[src/include/carrier_params.svh]
// Register offsets, field positions and reset values of the carrier selector.
// Assumes inclusion by the design files by bare name.
`ifndef CARRIER_PARAMS_SVH
`define CARRIER_PARAMS_SVH
`define OFS_MOD_CONTROL      2'h0
`define OFS_SOURCE_CONTROL   2'h1
`define OFS_HIGH_CARRIER     2'h2
`define OFS_LOW_CARRIER      2'h3
`define BIT_OUT_DISABLE      7
`define BIT_INVERT           6
`define BIT_SYNC_ENABLE      5
`define MASK_CARRIER         8'hef
`define MASK_SOURCE          8'h8f
`define MASK_CONTROL         8'hf1
`define BIT_MOD_ENABLE       7
`define BIT_SW_MOD_BIT       0
`define RST_REG              8'h00
`define SEL_PIN_ONE          4'h1
`define SEL_PIN_TWO          4'h2
`define SEL_REF_CLOCK        4'h3
`define SEL_PWM_FIRST        4'h4
`define SEL_PWM_LAST         4'h7
`endif

[src/include/carrier_pkg.sv]
// Types shared by the carrier selector design files.
// Assumes carrier_params.svh is on the include path.
package carrier_pkg;
	typedef struct packed {
		logic       out_disable;
		logic       invert;
		logic       sync_enable;
		logic [3:0] source_select;
	} carrier_cfg_t;

	typedef struct packed {
		logic       pin_one;
		logic       pin_two;
		logic       ref_clock;
		logic [3:0] pwm;
	} carrier_src_t;

	typedef enum logic {
		CARRIER_LOW,
		CARRIER_HIGH
	} carrier_state_t;
endpackage

[src/carrier_select.sv]
// Carrier source multiplexer with polarity and pin-drive disable.
// Assumes synchronised sources on the clk domain.
`include "carrier_params.svh"
module carrier_select
	import carrier_pkg::*;
(
	input  wire logic                      clk,         // Clock.
	input  wire logic                      sys_rst,     // Async reset.
	input  wire logic                      clk_en,      // Clock enable.
	input  wire carrier_pkg::carrier_cfg_t cfg,         // Selection setup.
	input  wire carrier_pkg::carrier_src_t src,         // Sources.
	output logic                           carrier_ff,  // Conditioned carrier.
	output logic                           pin_en_ff    // Pin drive allowed.
);
	function automatic logic pick(input logic [3:0] sel, input carrier_src_t s);
		logic r;
		r = 1'b0;
		if (sel == `SEL_PIN_ONE)
			r = s.pin_one;
		else if (sel == `SEL_PIN_TWO)
			r = s.pin_two;
		else if (sel == `SEL_REF_CLOCK)
			r = s.ref_clock;
		else if (sel >= `SEL_PWM_FIRST && sel <= `SEL_PWM_LAST)
			r = s.pwm[sel[1:0]];
		return r;
	endfunction

	logic nxt_carrier;
	always_comb
	begin
		nxt_carrier = pick(cfg.source_select, src) ^ cfg.invert;
	end

	always_ff @(posedge clk or posedge sys_rst)
	begin
		if (sys_rst)
		begin
			carrier_ff <= 1'b0;
			pin_en_ff  <= 1'b0;
		end
		else if (clk_en)
		begin
			carrier_ff <= nxt_carrier;
			pin_en_ff  <= ~cfg.out_disable;
		end
	end
endmodule

[src/modulator_low_carrier_select.sv]
// Carrier selection and low/high switching of a data signal modulator.
// Assumes external carrier pins asynchronous; register port on clk.
`include "carrier_params.svh"
// Summary of operation
// - Codes 1-7 route pins, refclock, PWM one-four.
// - Codes above seven connect no carrier.
// - Invert bit inverts selected low carrier.
// - Low sync waits low-carrier falling edge.
// - Unsynchronised switching may leave narrow pulses.
// - Out-disable bit blocks carrier pin drive.
// - Unimplemented bits read zero, ignore writes.
// - High sync waits high-carrier falling edge.
module modulator_low_carrier_select
	import carrier_pkg::*;
(
	input  wire logic                      clk,            // 40 MHz clock.
	input  wire logic                      sys_rst,        // Async reset, high.
	input  wire logic                      clk_en,         // Freezes state when low.
	input  wire logic [1:0]                reg_addr,       // Register index.
	input  wire logic [7:0]                reg_wdata,      // Write data.
	input  wire logic                      reg_wr,         // Write strobe.
	input  wire logic                      reg_rd,         // Read strobe.
	output logic [7:0]                     reg_rdata,      // Read data, next cycle.
	input  wire carrier_pkg::carrier_src_t src_pins,       // Carrier sources.
	input  wire logic                      mod_data,       // Modulation data level.
	output logic                           mod_out,        // Modulated stream.
	output logic                           low_pin_en,     // Low carrier pin drive.
	output logic                           high_pin_en,    // High carrier pin drive.
	output logic                           low_carrier,    // Conditioned low carrier.
	output logic                           high_carrier,   // Conditioned high carrier.
	output logic                           on_high         // High carrier in use.
);
	import carrier_pkg::*;

	logic [7:0]     low_reg_ff;
	logic [7:0]     high_reg_ff;
	logic [7:0]     ctl_reg_ff;
	logic [7:0]     src_reg_ff;
	logic [7:0]     rdata_ff;
	carrier_src_t   sync1_ff;
	carrier_src_t   sync2_ff;
	logic           data1_ff;
	logic           data2_ff;
	logic           low_c;
	logic           high_c;
	logic           low_prev_ff;
	logic           high_prev_ff;
	logic           low_pen;
	logic           high_pen;
	carrier_state_t state_ff;
	carrier_state_t nxt_state;
	logic           out_ff;
	logic           sel_data;
	carrier_cfg_t   low_cfg;
	carrier_cfg_t   high_cfg;

	function automatic carrier_cfg_t to_cfg(input logic [7:0] r);
		carrier_cfg_t c;
		c.out_disable   = r[`BIT_OUT_DISABLE];
		c.invert        = r[`BIT_INVERT];
		c.sync_enable   = r[`BIT_SYNC_ENABLE];
		c.source_select = r[3:0];
		return c;
	endfunction

	assign low_cfg  = to_cfg(low_reg_ff);
	assign high_cfg = to_cfg(high_reg_ff);

	// Registers; masks keep unimplemented bits at zero.
	always_ff @(posedge clk or posedge sys_rst)
	begin
		if (sys_rst)
		begin
			low_reg_ff  <= `RST_REG;
			high_reg_ff <= `RST_REG;
			ctl_reg_ff  <= `RST_REG;
			src_reg_ff  <= `RST_REG;
		end
		else if (clk_en && reg_wr)
		begin
			unique case (reg_addr)
				`OFS_LOW_CARRIER:    low_reg_ff  <= reg_wdata & `MASK_CARRIER;
				`OFS_HIGH_CARRIER:   high_reg_ff <= reg_wdata & `MASK_CARRIER;
				`OFS_MOD_CONTROL:    ctl_reg_ff  <= reg_wdata & `MASK_CONTROL;
				`OFS_SOURCE_CONTROL: src_reg_ff  <= reg_wdata & `MASK_SOURCE;
			endcase
		end
	end

	// Read data; bit 3 of the control register reports the live output.
	always_ff @(posedge clk or posedge sys_rst)
	begin
		if (sys_rst)
			rdata_ff <= 8'h00;
		else if (clk_en)
		begin
			if (reg_rd)
			begin
				unique case (reg_addr)
					`OFS_LOW_CARRIER:    rdata_ff <= low_reg_ff;
					`OFS_HIGH_CARRIER:   rdata_ff <= high_reg_ff;
					`OFS_MOD_CONTROL:    rdata_ff <= ctl_reg_ff | {4'h0, out_ff, 3'h0};
					`OFS_SOURCE_CONTROL: rdata_ff <= src_reg_ff;
				endcase
			end
			else
				rdata_ff <= 8'h00;
		end
	end
	assign reg_rdata = rdata_ff;

	// Two-stage synchronisers for external sources and data.
	always_ff @(posedge clk or posedge sys_rst)
	begin
		if (sys_rst)
		begin
			sync1_ff <= '0;
			sync2_ff <= '0;
			data1_ff <= 1'b0;
			data2_ff <= 1'b0;
		end
		else if (clk_en)
		begin
			sync1_ff <= src_pins;
			sync2_ff <= sync1_ff;
			data1_ff <= mod_data;
			data2_ff <= data1_ff;
		end
	end

	carrier_select u_low (
		.clk        (clk),
		.sys_rst    (sys_rst),
		.clk_en     (clk_en),
		.cfg        (low_cfg),
		.src        (sync2_ff),
		.carrier_ff (low_c),
		.pin_en_ff  (low_pen)
	);

	carrier_select u_high (
		.clk        (clk),
		.sys_rst    (sys_rst),
		.clk_en     (clk_en),
		.cfg        (high_cfg),
		.src        (sync2_ff),
		.carrier_ff (high_c),
		.pin_en_ff  (high_pen)
	);

	assign sel_data = ctl_reg_ff[`BIT_MOD_ENABLE] &
		((src_reg_ff[3:0] == 4'h0) ? ctl_reg_ff[`BIT_SW_MOD_BIT] : data2_ff);

	always_ff @(posedge clk or posedge sys_rst)
	begin
		if (sys_rst)
		begin
			low_prev_ff  <= 1'b0;
			high_prev_ff <= 1'b0;
		end
		else if (clk_en)
		begin
			low_prev_ff  <= low_c;
			high_prev_ff <= high_c;
		end
	end

	// Switching; unsynchronised mode may chop carrier pulses by design.
	always_comb
	begin
		nxt_state = state_ff;
		unique case (state_ff)
			CARRIER_LOW:
				if (sel_data && (!low_cfg.sync_enable || (low_prev_ff && !low_c)))
					nxt_state = CARRIER_HIGH;
			CARRIER_HIGH:
				if (!sel_data && (!high_cfg.sync_enable || (high_prev_ff && !high_c)))
					nxt_state = CARRIER_LOW;
		endcase
	end

	always_ff @(posedge clk or posedge sys_rst)
	begin
		if (sys_rst)
		begin
			state_ff <= CARRIER_LOW;
			out_ff   <= 1'b0;
		end
		else if (clk_en)
		begin
			state_ff <= nxt_state;
			out_ff   <= (nxt_state == CARRIER_HIGH) ? high_c : low_c;
		end
	end

	assign mod_out      = out_ff;
	assign low_pin_en   = low_pen;
	assign high_pin_en  = high_pen;
	assign low_carrier  = low_c;
	assign high_carrier = high_c;
	assign on_high      = (state_ff == CARRIER_HIGH);

	low_sync_a: assert property (@(posedge clk) disable iff (sys_rst)
		clk_en && $past(clk_en) && state_ff == CARRIER_LOW && low_cfg.sync_enable && !(low_prev_ff && !low_c)
		|=> state_ff == CARRIER_LOW)
		else $error("low to high switch without low carrier falling edge");
	high_sync_a: assert property (@(posedge clk) disable iff (sys_rst)
		clk_en && state_ff == CARRIER_HIGH && high_cfg.sync_enable && !(high_prev_ff && !high_c)
		|=> state_ff == CARRIER_HIGH)
		else $error("high to low switch without high carrier falling edge");
	no_sync_a: assert property (@(posedge clk) disable iff (sys_rst)
		clk_en && state_ff == CARRIER_LOW && !low_cfg.sync_enable && sel_data |=> state_ff == CARRIER_HIGH)
		else $error("unsynchronised switch delayed");
	reserved_sel_a: assert property (@(posedge clk) disable iff (sys_rst)
		clk_en && low_cfg.source_select > `SEL_PWM_LAST |=> low_c == $past(low_cfg.invert))
		else $error("reserved code routed a carrier");
	invert_a: assert property (@(posedge clk) disable iff (sys_rst)
		clk_en && low_cfg.source_select == `SEL_PIN_ONE |=> low_c == ($past(sync2_ff.pin_one) ^ $past(low_cfg.invert)))
		else $error("low carrier polarity wrong");
	pwm_route_a: assert property (@(posedge clk) disable iff (sys_rst)
		clk_en && low_cfg.source_select == `SEL_PWM_LAST |=> low_c == ($past(sync2_ff.pwm[3]) ^ $past(low_cfg.invert)))
		else $error("pwm four not routed");
	out_dis_a: assert property (@(posedge clk) disable iff (sys_rst)
		clk_en && low_cfg.out_disable |=> !low_pin_en)
		else $error("pin driven while disabled");
	unimpl_a: assert property (@(posedge clk) disable iff (sys_rst)
		reg_rd && reg_addr == `OFS_LOW_CARRIER && clk_en |=> reg_rdata[4] == 1'b0)
		else $error("unimplemented bit read as one");
	sync_hold_c: cover property (@(posedge clk) state_ff == CARRIER_LOW && low_cfg.sync_enable ##1 on_high);
	back_low_c: cover property (@(posedge clk) on_high ##1 !on_high);
	reserved_c: cover property (@(posedge clk) low_cfg.source_select > `SEL_PWM_LAST && sel_data);
	pwm_one_c: cover property (@(posedge clk) low_cfg.source_select == `SEL_PWM_FIRST && low_c);
	no_sync_c: cover property (@(posedge clk) !low_cfg.sync_enable && !on_high ##1 on_high);

	// Pin two, reference clock and pwm one codes; each carrier lands one edge after its synchronised sample.
	pin_two_route_a: assert property (@(posedge clk) disable iff (sys_rst)
		clk_en && low_cfg.source_select == `SEL_PIN_TWO
		|=> low_c == ($past(sync2_ff.pin_two) ^ $past(low_cfg.invert)))
		else $error("pin two not routed");

	ref_route_a: assert property (@(posedge clk) disable iff (sys_rst)
		clk_en && low_cfg.source_select == `SEL_REF_CLOCK
		|=> low_c == ($past(sync2_ff.ref_clock) ^ $past(low_cfg.invert)))
		else $error("reference clock not routed");

	pwm_one_route_a: assert property (@(posedge clk) disable iff (sys_rst)
		clk_en && low_cfg.source_select == `SEL_PWM_FIRST
		|=> low_c == ($past(sync2_ff.pwm[0]) ^ $past(low_cfg.invert)))
		else $error("pwm one not routed");

	// The high path shares the selector, so a reserved code must also leave it unconnected.
	high_reserved_a: assert property (@(posedge clk) disable iff (sys_rst)
		clk_en && high_cfg.source_select > `SEL_PWM_LAST
		|=> high_c == $past(high_cfg.invert))
		else $error("reserved high code routed a carrier");

	// Pin drive follows the disable bits in both directions.
	pin_enable_a: assert property (@(posedge clk) disable iff (sys_rst)
		clk_en && !low_cfg.out_disable |=> low_pin_en)
		else $error("pin not driven while enabled");

	high_out_dis_a: assert property (@(posedge clk) disable iff (sys_rst)
		clk_en && high_cfg.out_disable |=> !high_pin_en)
		else $error("high pin driven while disabled");

	// A request that meets its carrier falling edge must switch at once.
	sync_switch_a: assert property (@(posedge clk) disable iff (sys_rst)
		clk_en && state_ff == CARRIER_LOW && low_cfg.sync_enable && sel_data && low_prev_ff && !low_c
		|=> state_ff == CARRIER_HIGH)
		else $error("low to high switch missed its falling edge");

	high_sync_switch_a: assert property (@(posedge clk) disable iff (sys_rst)
		clk_en && state_ff == CARRIER_HIGH && high_cfg.sync_enable && !sel_data && high_prev_ff && !high_c
		|=> state_ff == CARRIER_LOW)
		else $error("high to low switch missed its falling edge");

	high_no_sync_a: assert property (@(posedge clk) disable iff (sys_rst)
		clk_en && state_ff == CARRIER_HIGH && !high_cfg.sync_enable && !sel_data |=> state_ff == CARRIER_LOW)
		else $error("unsynchronised high to low switch delayed");

	// Without a change of data level the carrier in use is kept.
	idle_low_a: assert property (@(posedge clk) disable iff (sys_rst)
		clk_en && state_ff == CARRIER_LOW && !sel_data |=> state_ff == CARRIER_LOW)
		else $error("switch to high carrier without data");

	idle_high_a: assert property (@(posedge clk) disable iff (sys_rst)
		clk_en && state_ff == CARRIER_HIGH && sel_data |=> state_ff == CARRIER_HIGH)
		else $error("switch to low carrier without data");

	// The stream carries the carrier in use, possibly chopped at a switch.
	stream_low_a: assert property (@(posedge clk) disable iff (sys_rst)
		clk_en && state_ff == CARRIER_LOW && !sel_data |=> mod_out == $past(low_c))
		else $error("stream does not follow low carrier");

	stream_high_a: assert property (@(posedge clk) disable iff (sys_rst)
		clk_en && state_ff == CARRIER_HIGH && sel_data |=> mod_out == $past(high_c))
		else $error("stream does not follow high carrier");

	// Reserved bits of the other registers read as zero.
	source_unimpl_a: assert property (@(posedge clk) disable iff (sys_rst)
		clk_en && reg_rd && reg_addr == `OFS_SOURCE_CONTROL |=> reg_rdata[6:4] == 3'h0)
		else $error("unimplemented source bit read as one");

	control_unimpl_a: assert property (@(posedge clk) disable iff (sys_rst)
		clk_en && reg_rd && reg_addr == `OFS_MOD_CONTROL |=> reg_rdata[2:1] == 2'h0)
		else $error("unimplemented control bit read as one");
endmodule
[config.mk]
export PLATFORM = sky130hd
export DESIGN_NAME = modulator_low_carrier_select
export DESIGN_NICKNAME = d
export VERILOG_FILES = /design/src/include/carrier_pkg.sv /design/src/carrier_select.sv /design/src/modulator_low_carrier_select.sv
export VERILOG_INCLUDE_DIRS = /design/src /design/src/include
export SDC_FILE = /design/constraint.sdc
export NUM_CORES = 1
export LEC_CHECK = 0
export BUFFER_PORTS_ARGS = -buffer_cell sky130_fd_sc_hd__clkbuf_2
export CAP_MARGIN = 5
export CORE_MARGIN = 8
export CORE_UTILIZATION = 55
export DETAILED_ROUTE_END_ITERATION = 8
export GPL_ROUTABILITY_DRIVEN = 0
export HOLD_SLACK_MARGIN = 0.06
export PLACE_DENSITY = 0.77
export SYNTH_ARGS = -nofsm -noshare
export SYNTH_HDL_FRONTEND = slang
export SYNTH_SLANG_ARGS = --single-unit
[constraint.sdc]
create_clock -name clk -period 2.3 [get_ports clk]
set_input_delay 0.115 -clock clk [delete_from_list [all_inputs] [get_ports clk]]
set_output_delay 0.115 -clock clk [all_outputs]
set_load 0.01 [all_outputs]
**Yosys cells after proc, flatten, opt, wreduce, memory -nomap -nowiden**

Index checks and enable logic that the tools add are counted.

- Register bits after elaboration: 56
- Latch bits: 0
- RAM bits: 0
- ROM bits: 0
- Input bits: 23
- Output and inout port bits: 14
- Word-level logic and storage cells: 84
- Memories kept: 0

- $add $sub $neg: 0
- Multiply operators: 0
- Div/mod/pow operators: 0
- Order comparisons: 6
- Equality and inequality tests: 9
- Shifts and indexed selects: 0
- Multiplexer cells: 19
- Bitwise gates (word level): 7
- Reduce and logical (&&, ||, !) cells: 20

Operators with widths:

| operator | number |
|---|---|
| 8-bit case mux with 4 select lines | 1 |
| 4-bit by 2-bit equality test with 1-bit output, second input constant | 4 |
| 1-bit two-way mux | 14 |
| 4-bit by 1-bit equality test with 1-bit output, second input constant | 2 |
| 4-bit by 3-bit >= comparator with 1-bit output, second input constant | 2 |
| 4-bit by 3-bit less-or-equal comparator with 1-bit output, second input constant | 2 |
| 8-bit two-way mux | 1 |
| 8-bit by 4-bit OR with 8-bit output | 1 |
| 2-bit AND reduction | 4 |
| 1-bit logical AND | 7 |
| 2-bit by 3-bit < comparator with 1-bit output, second input constant | 2 |
| 1-bit zero test | 5 |
| 1-bit binary-select mux with 2-bit select | 2 |
| 2-bit equality test, second input constant | 2 |
| 4-bit zero test | 1 |
| 1-bit inverter | 3 |
| 2-bit by 1-bit equality test with 1-bit output, second input constant | 1 |
| 2-bit zero test | 1 |
| 1-bit logical OR | 2 |
| 1-bit case mux with 2 select lines | 1 |
| 1-bit bitwise XOR | 2 |
| 1-bit AND | 1 |

**Depth between registers and ports, before layout**

- Depth in word-level cells: 8
- Mapped depth: 5
- Depth with buffers taken out: 4

**Modules after synthesis**

From an unflattened synthesis, not the netlist that was laid out.

- Cell total of the unflattened synthesis: 190
- Area, all modules: 2547.4 um^2

Modules (own cells, without submodules):

| module | times used | cells each | area each (um^2) | seq. area each (um^2) |
|---|---|---|---|---|
| modulator_low_carrier_select | 1 | 156 | 2242.2 | 1301.2 |
| carrier_select | 2 | 17 | 152.6 | 50.0 |

**Least setup slack after synthesis**

No wires, ideal clock.

- Path type: reg-to-reg
- From: register low_reg_ff[0]
- To: register u_low.carrier_ff
- Library setup time: 0.140 ns
- Arrival time: 1.217 ns
- Data required time: 2.160 ns
- Path slack: 0.943 ns
- Stages on the path, launching flop included: 5
- Buffers on the path: 0
- Period minus slack after synthesis: 1.357 ns
- Cell sequence: dfrtp_1 mux4_1 o21bai_1 or3_1 a31oi_1

- Cells in the longest elaborated chain, start to end: 7
- Elaborated cells on any way between the ends: 13
- Those cells by class: order compare (2); eq/ne (3); mux (6); bitwise (1); reduce/logical (1)

Ends and longest elaborated chain:

| item | line | RTL |
|---|---|---|
| start: declaration | modulator_low_carrier_select.sv:35 | `logic [7:0] low_reg_ff;` |
| start signal: assignment | modulator_low_carrier_select.sv:74 | `` low_reg_ff <= `RST_REG; `` |
| start signal: assignment | modulator_low_carrier_select.sv:82 | `` `OFS_LOW_CARRIER: low_reg_ff <= reg_wdata & `MASK_CARRIER; `` |
| 4-bit by 3-bit >= comparator with 1-bit output (no source line), or another cell as far along | n/a |  |
| 1-bit logical AND (no source line) or 1-bit two-way mux (tied branches) | n/a |  |
| 1-bit two-way mux | carrier_select.sv:24 | `` else if (sel >= `SEL_PWM_FIRST && sel <= `SEL_PWM_LAST) `` |
| 1-bit two-way mux | carrier_select.sv:22 | `` else if (sel == `SEL_REF_CLOCK) `` |
| 1-bit two-way mux | carrier_select.sv:20 | `` else if (sel == `SEL_PIN_TWO) `` |
| 1-bit two-way mux * | carrier_select.sv:18 | `` if (sel == `SEL_PIN_ONE) `` |
| 1-bit bitwise XOR * | carrier_select.sv:32 | `nxt_carrier = pick(cfg.source_select, src) ^ cfg.invert;` |
| end signal: assignment | carrier_select.sv:44 | `carrier_ff <= nxt_carrier;` |
| end: declaration | carrier_select.sv:12 | `output logic carrier_ff,` |

Every way passes the cells marked *; elsewhere a longest branch is shown, timed or not. The select of a mux whose other input is x is not followed.
A chain may end at the register's enable or synchronous reset.

**Worst setup path in the final report**

- From: register high_reg_ff[1]
- To: register u_high.carrier_ff

- Cells in the longest elaborated chain, start to end: 7
- Elaborated cells on any way between the ends: 13
- Those cells by class: order compare (2); eq/ne (3); mux (6); bitwise (1); reduce/logical (1)

Ends and longest elaborated chain:

| item | line | RTL |
|---|---|---|
| start: declaration | modulator_low_carrier_select.sv:36 | `logic [7:0] high_reg_ff;` |
| start signal: assignment | modulator_low_carrier_select.sv:75 | `` high_reg_ff <= `RST_REG; `` |
| start signal: assignment | modulator_low_carrier_select.sv:83 | `` `OFS_HIGH_CARRIER: high_reg_ff <= reg_wdata & `MASK_CARRIER; `` |
| 4-bit by 3-bit >= comparator with 1-bit output (no source line), or another cell as far along | n/a |  |
| 1-bit logical AND (no source line) or 1-bit two-way mux (tied branches) | n/a |  |
| 1-bit two-way mux | carrier_select.sv:24 |  |
| 1-bit two-way mux | carrier_select.sv:22 |  |
| 1-bit two-way mux | carrier_select.sv:20 |  |
| 1-bit two-way mux * | carrier_select.sv:18 |  |
| 1-bit bitwise XOR * | carrier_select.sv:32 |  |
| end signal: assignment | carrier_select.sv:44 |  |
| end: declaration | carrier_select.sv:12 |  |

Marks and branches as above.

==> impl_metrics.json <==
{
  "clk_pin_slew_ps": 90,
  "grt_pass1_vias": 1682,
  "cts_tree": "built",
  "wl_per_cell_um": 17.2,
  "hold_viol": 0,
  "layout-drive-gt1-share": 0.407,
  "first_pass_iters": 4,
  "reg2reg_slack_ps": 730,
  "ys_types": 34,
  "tns_ps": 0,
  "ant_nets": 0,
  "post-route-min-period_ps": 1570,
  "most-common-layout-cells": "dfrtp_1 (56), mux2_2 (43), clkbuf_2 (36)",
  "clk_latency_ps": 310,
  "root_buffer": "clkbuf_8",
  "max-slew-margin-rel": 0.647,
  "yosys.area.top_type": "dfrtp_1",
  "worstPathMaxFanout": 5,
  "die_x_um": 83.4,
  "diodes": 0,
  "grt_util_all_layers": 0.145,
  "die_area_um2": 6950,
  "nNetsFinal": 258,
  "drc": 0,
  "synth-seq-area-share": 0.561,
  "synthCells": 186,
  "ys_ff_latch": 56,
  "synth_edf_count": 0,
  "leakagePower_nw": 1.34,
  "htreeDepth": 2,
  "start_util": 0.574,
  "path_class": "flop to flop",
  "ys.flop_type": "dfrtp_1",
  "skew_ps": 11.2,
  "whs_ps": 73.9,
  "gr-total-overflow": 0,
  "crit_path_end_kind": "flop",
  "die_h_um": 83.4,
  "via_per_inst": 5.73,
  "postRouteWirelength_mm": 4.97,
  "rsz0062_at_grt": "no",
  "area.growth.synth_to_final_pct": 17.0,
  "core_um2": 4350,
  "numClockSinks": 56,
  "netlist_area_um2": 2500,
  "yosys_warnings": 0,
  "max_cap_viol_count": 0,
  "crit_arrival_ps": 1800,
  "fmax_mhz": 636,
  "period_share": 0.683,
  "port_buffers": 36,
  "dp_hpwl_mm": 3.60,
  "cts_made_buffers": 5,
  "ios": 37,
  "p_per_area_nw_per_um2": 818,
  "worst-slew-pin-transition_ps": 527,
  "setup_viol": 0,
  "grt_pass1_wl_mm": 8.30,
  "yosys-top-cells-area": "dfrtp_1 (56%), mux2_2 (19%), mux4_1 (3.2%), o21ai_0 (2.2%), mux4_2 (1.8%)",
  "antenna_found_initial": 0,
  "num_rows": 24,
  "required_ps": 2530,
  "maxSlewViolCount": 0,
  "cp-start-kind": "flop",
  "grt_max_degree": 37,
  "layout_commonest_cell": "dfrtp_1",
  "syn_nets": 209,
  "async_reset_ff_frac": 1.00,
  "drt_iter0_drc": 93,
  "outcome": "completed",
  "peakVddDrop_uv": 450,
  "synth.avg_cell_area_um2": 13.4,
  "vias": 1650,
  "cts_buffer_depth": 2,
  "hp-class": "primary input to flop",
  "synth.top_cell.area_share": 0.561,
  "cts-resized-gates": 0
}
==> cell usage after synthesis (3+ instances only) <==
cell type / number
buf_2: 4
o2bb2ai_1: 4
dfrtp_1: 56
mux4_1: 3
inv_1: 11
o21ai_0: 11
a31oi_1: 4
nand2_1: 8
mux2_2: 43
mux2i_1: 3
nor2_1: 5
nand3_1: 4
==> registers in the layout, indices dropped and copies added, names as in the netlist, 5 cells and up <==
signal	count
low_reg_ff	7
high_reg_ff	7
sync1_ff	7
sync2_ff	7
src_reg_ff	5
reg_rdata	8
ctl_reg_ff	5
==> per-stage QoR <==
stage | util | instances | cell area, µm² | power, mW | setup WS, ps
2_1_floorplan | - | 186 | 2500 | 1.66 | 814
3_3_place_gp | 0.627 | 270 | 2730 | 1.83 | 693
3_5_place_dp | 0.627 | 270 | 2730 | 1.85 | 750
4_1_cts | 0.671 | 288 | 2920 | 2.41 | 704
5_1_grt | 0.671 | 288 | 2920 | 2.51 | 564
6_report | 0.671 | 288 | 2920 | 2.39 | 729
==> final timing paths <==
| check | startpoint | to | cells after the start |
|---|---|---|---|
| setup reg to reg | high_reg_ff[1] | u_high.carrier_ff | 4 |
| hold reg to reg | u_high.pin_en_ff | u_high.pin_en_ff | 2 |
| hold / removal | reg_wdata[7] | ctl_reg_ff[7] | 3 |
| setup / recovery | high_reg_ff[1] | u_high.carrier_ff | 4 |
| max in group asynchronous | sys_rst | u_high.pin_en_ff | 4 |
| min in group asynchronous | sys_rst | sync1_ff[2] | 4 |
==> metal layers <==
metal / track usage / up-vias / wire [µm]
met5: 0 / - / 0
met4: 0.0575 / 0 / 57
met3: 0.0352 / 5 / 201
met2: 0.217 / 37 / 2310
met1: 0.196 / 827 / 2400
li1: - / 781 / -
==> worst max-delay path, stage by stage (launching register included) <==
cell	delay [ps]
dfrtp_1	440
mux2_2	350
a221oi_1	380
o21ai_0	150
a31oi_1	170
==> cells by family after synthesis <==
| group | after synthesis | share of synthesized area |
|---|---|---|
| multiplexers | 51 | 0.256 |
| buffers and inverters | 18 | 0.0306 |
| AO/OA/AOI/OAI | 33 | 0.0917 |
| AND/OR/NAND/NOR | 28 | 0.0611 |
| flip-flops | 56 | 0.561 |
==> power by group <==
group          switching [mW]  internal (mW)  total [mW]
clock network           0.308          0.241       0.549
logic                   0.230          0.294       0.524
registers               0.152           1.17        1.32
total                   0.690           1.70        2.39
==> what timing repair did <==
item / CTS / global route
hold buffers: 10 / 0
endpoints found under the hold margin: 65 / 0
buffers inserted: 0 / 0
==> final cells by class <==
type / instances / area, µm²
inverters: 11 / 41.3
flip-flops and latches: 56 / 1400
repair buffers: 49 / 303
fillers: 337 / 1430
clock buffers: 6 / 82.6
multi-input cells: 112 / 1020
well taps: 52 / 65.1
clock inverters: 2 / 10.0
Note: power is estimated with default switching activity, not from simulation.
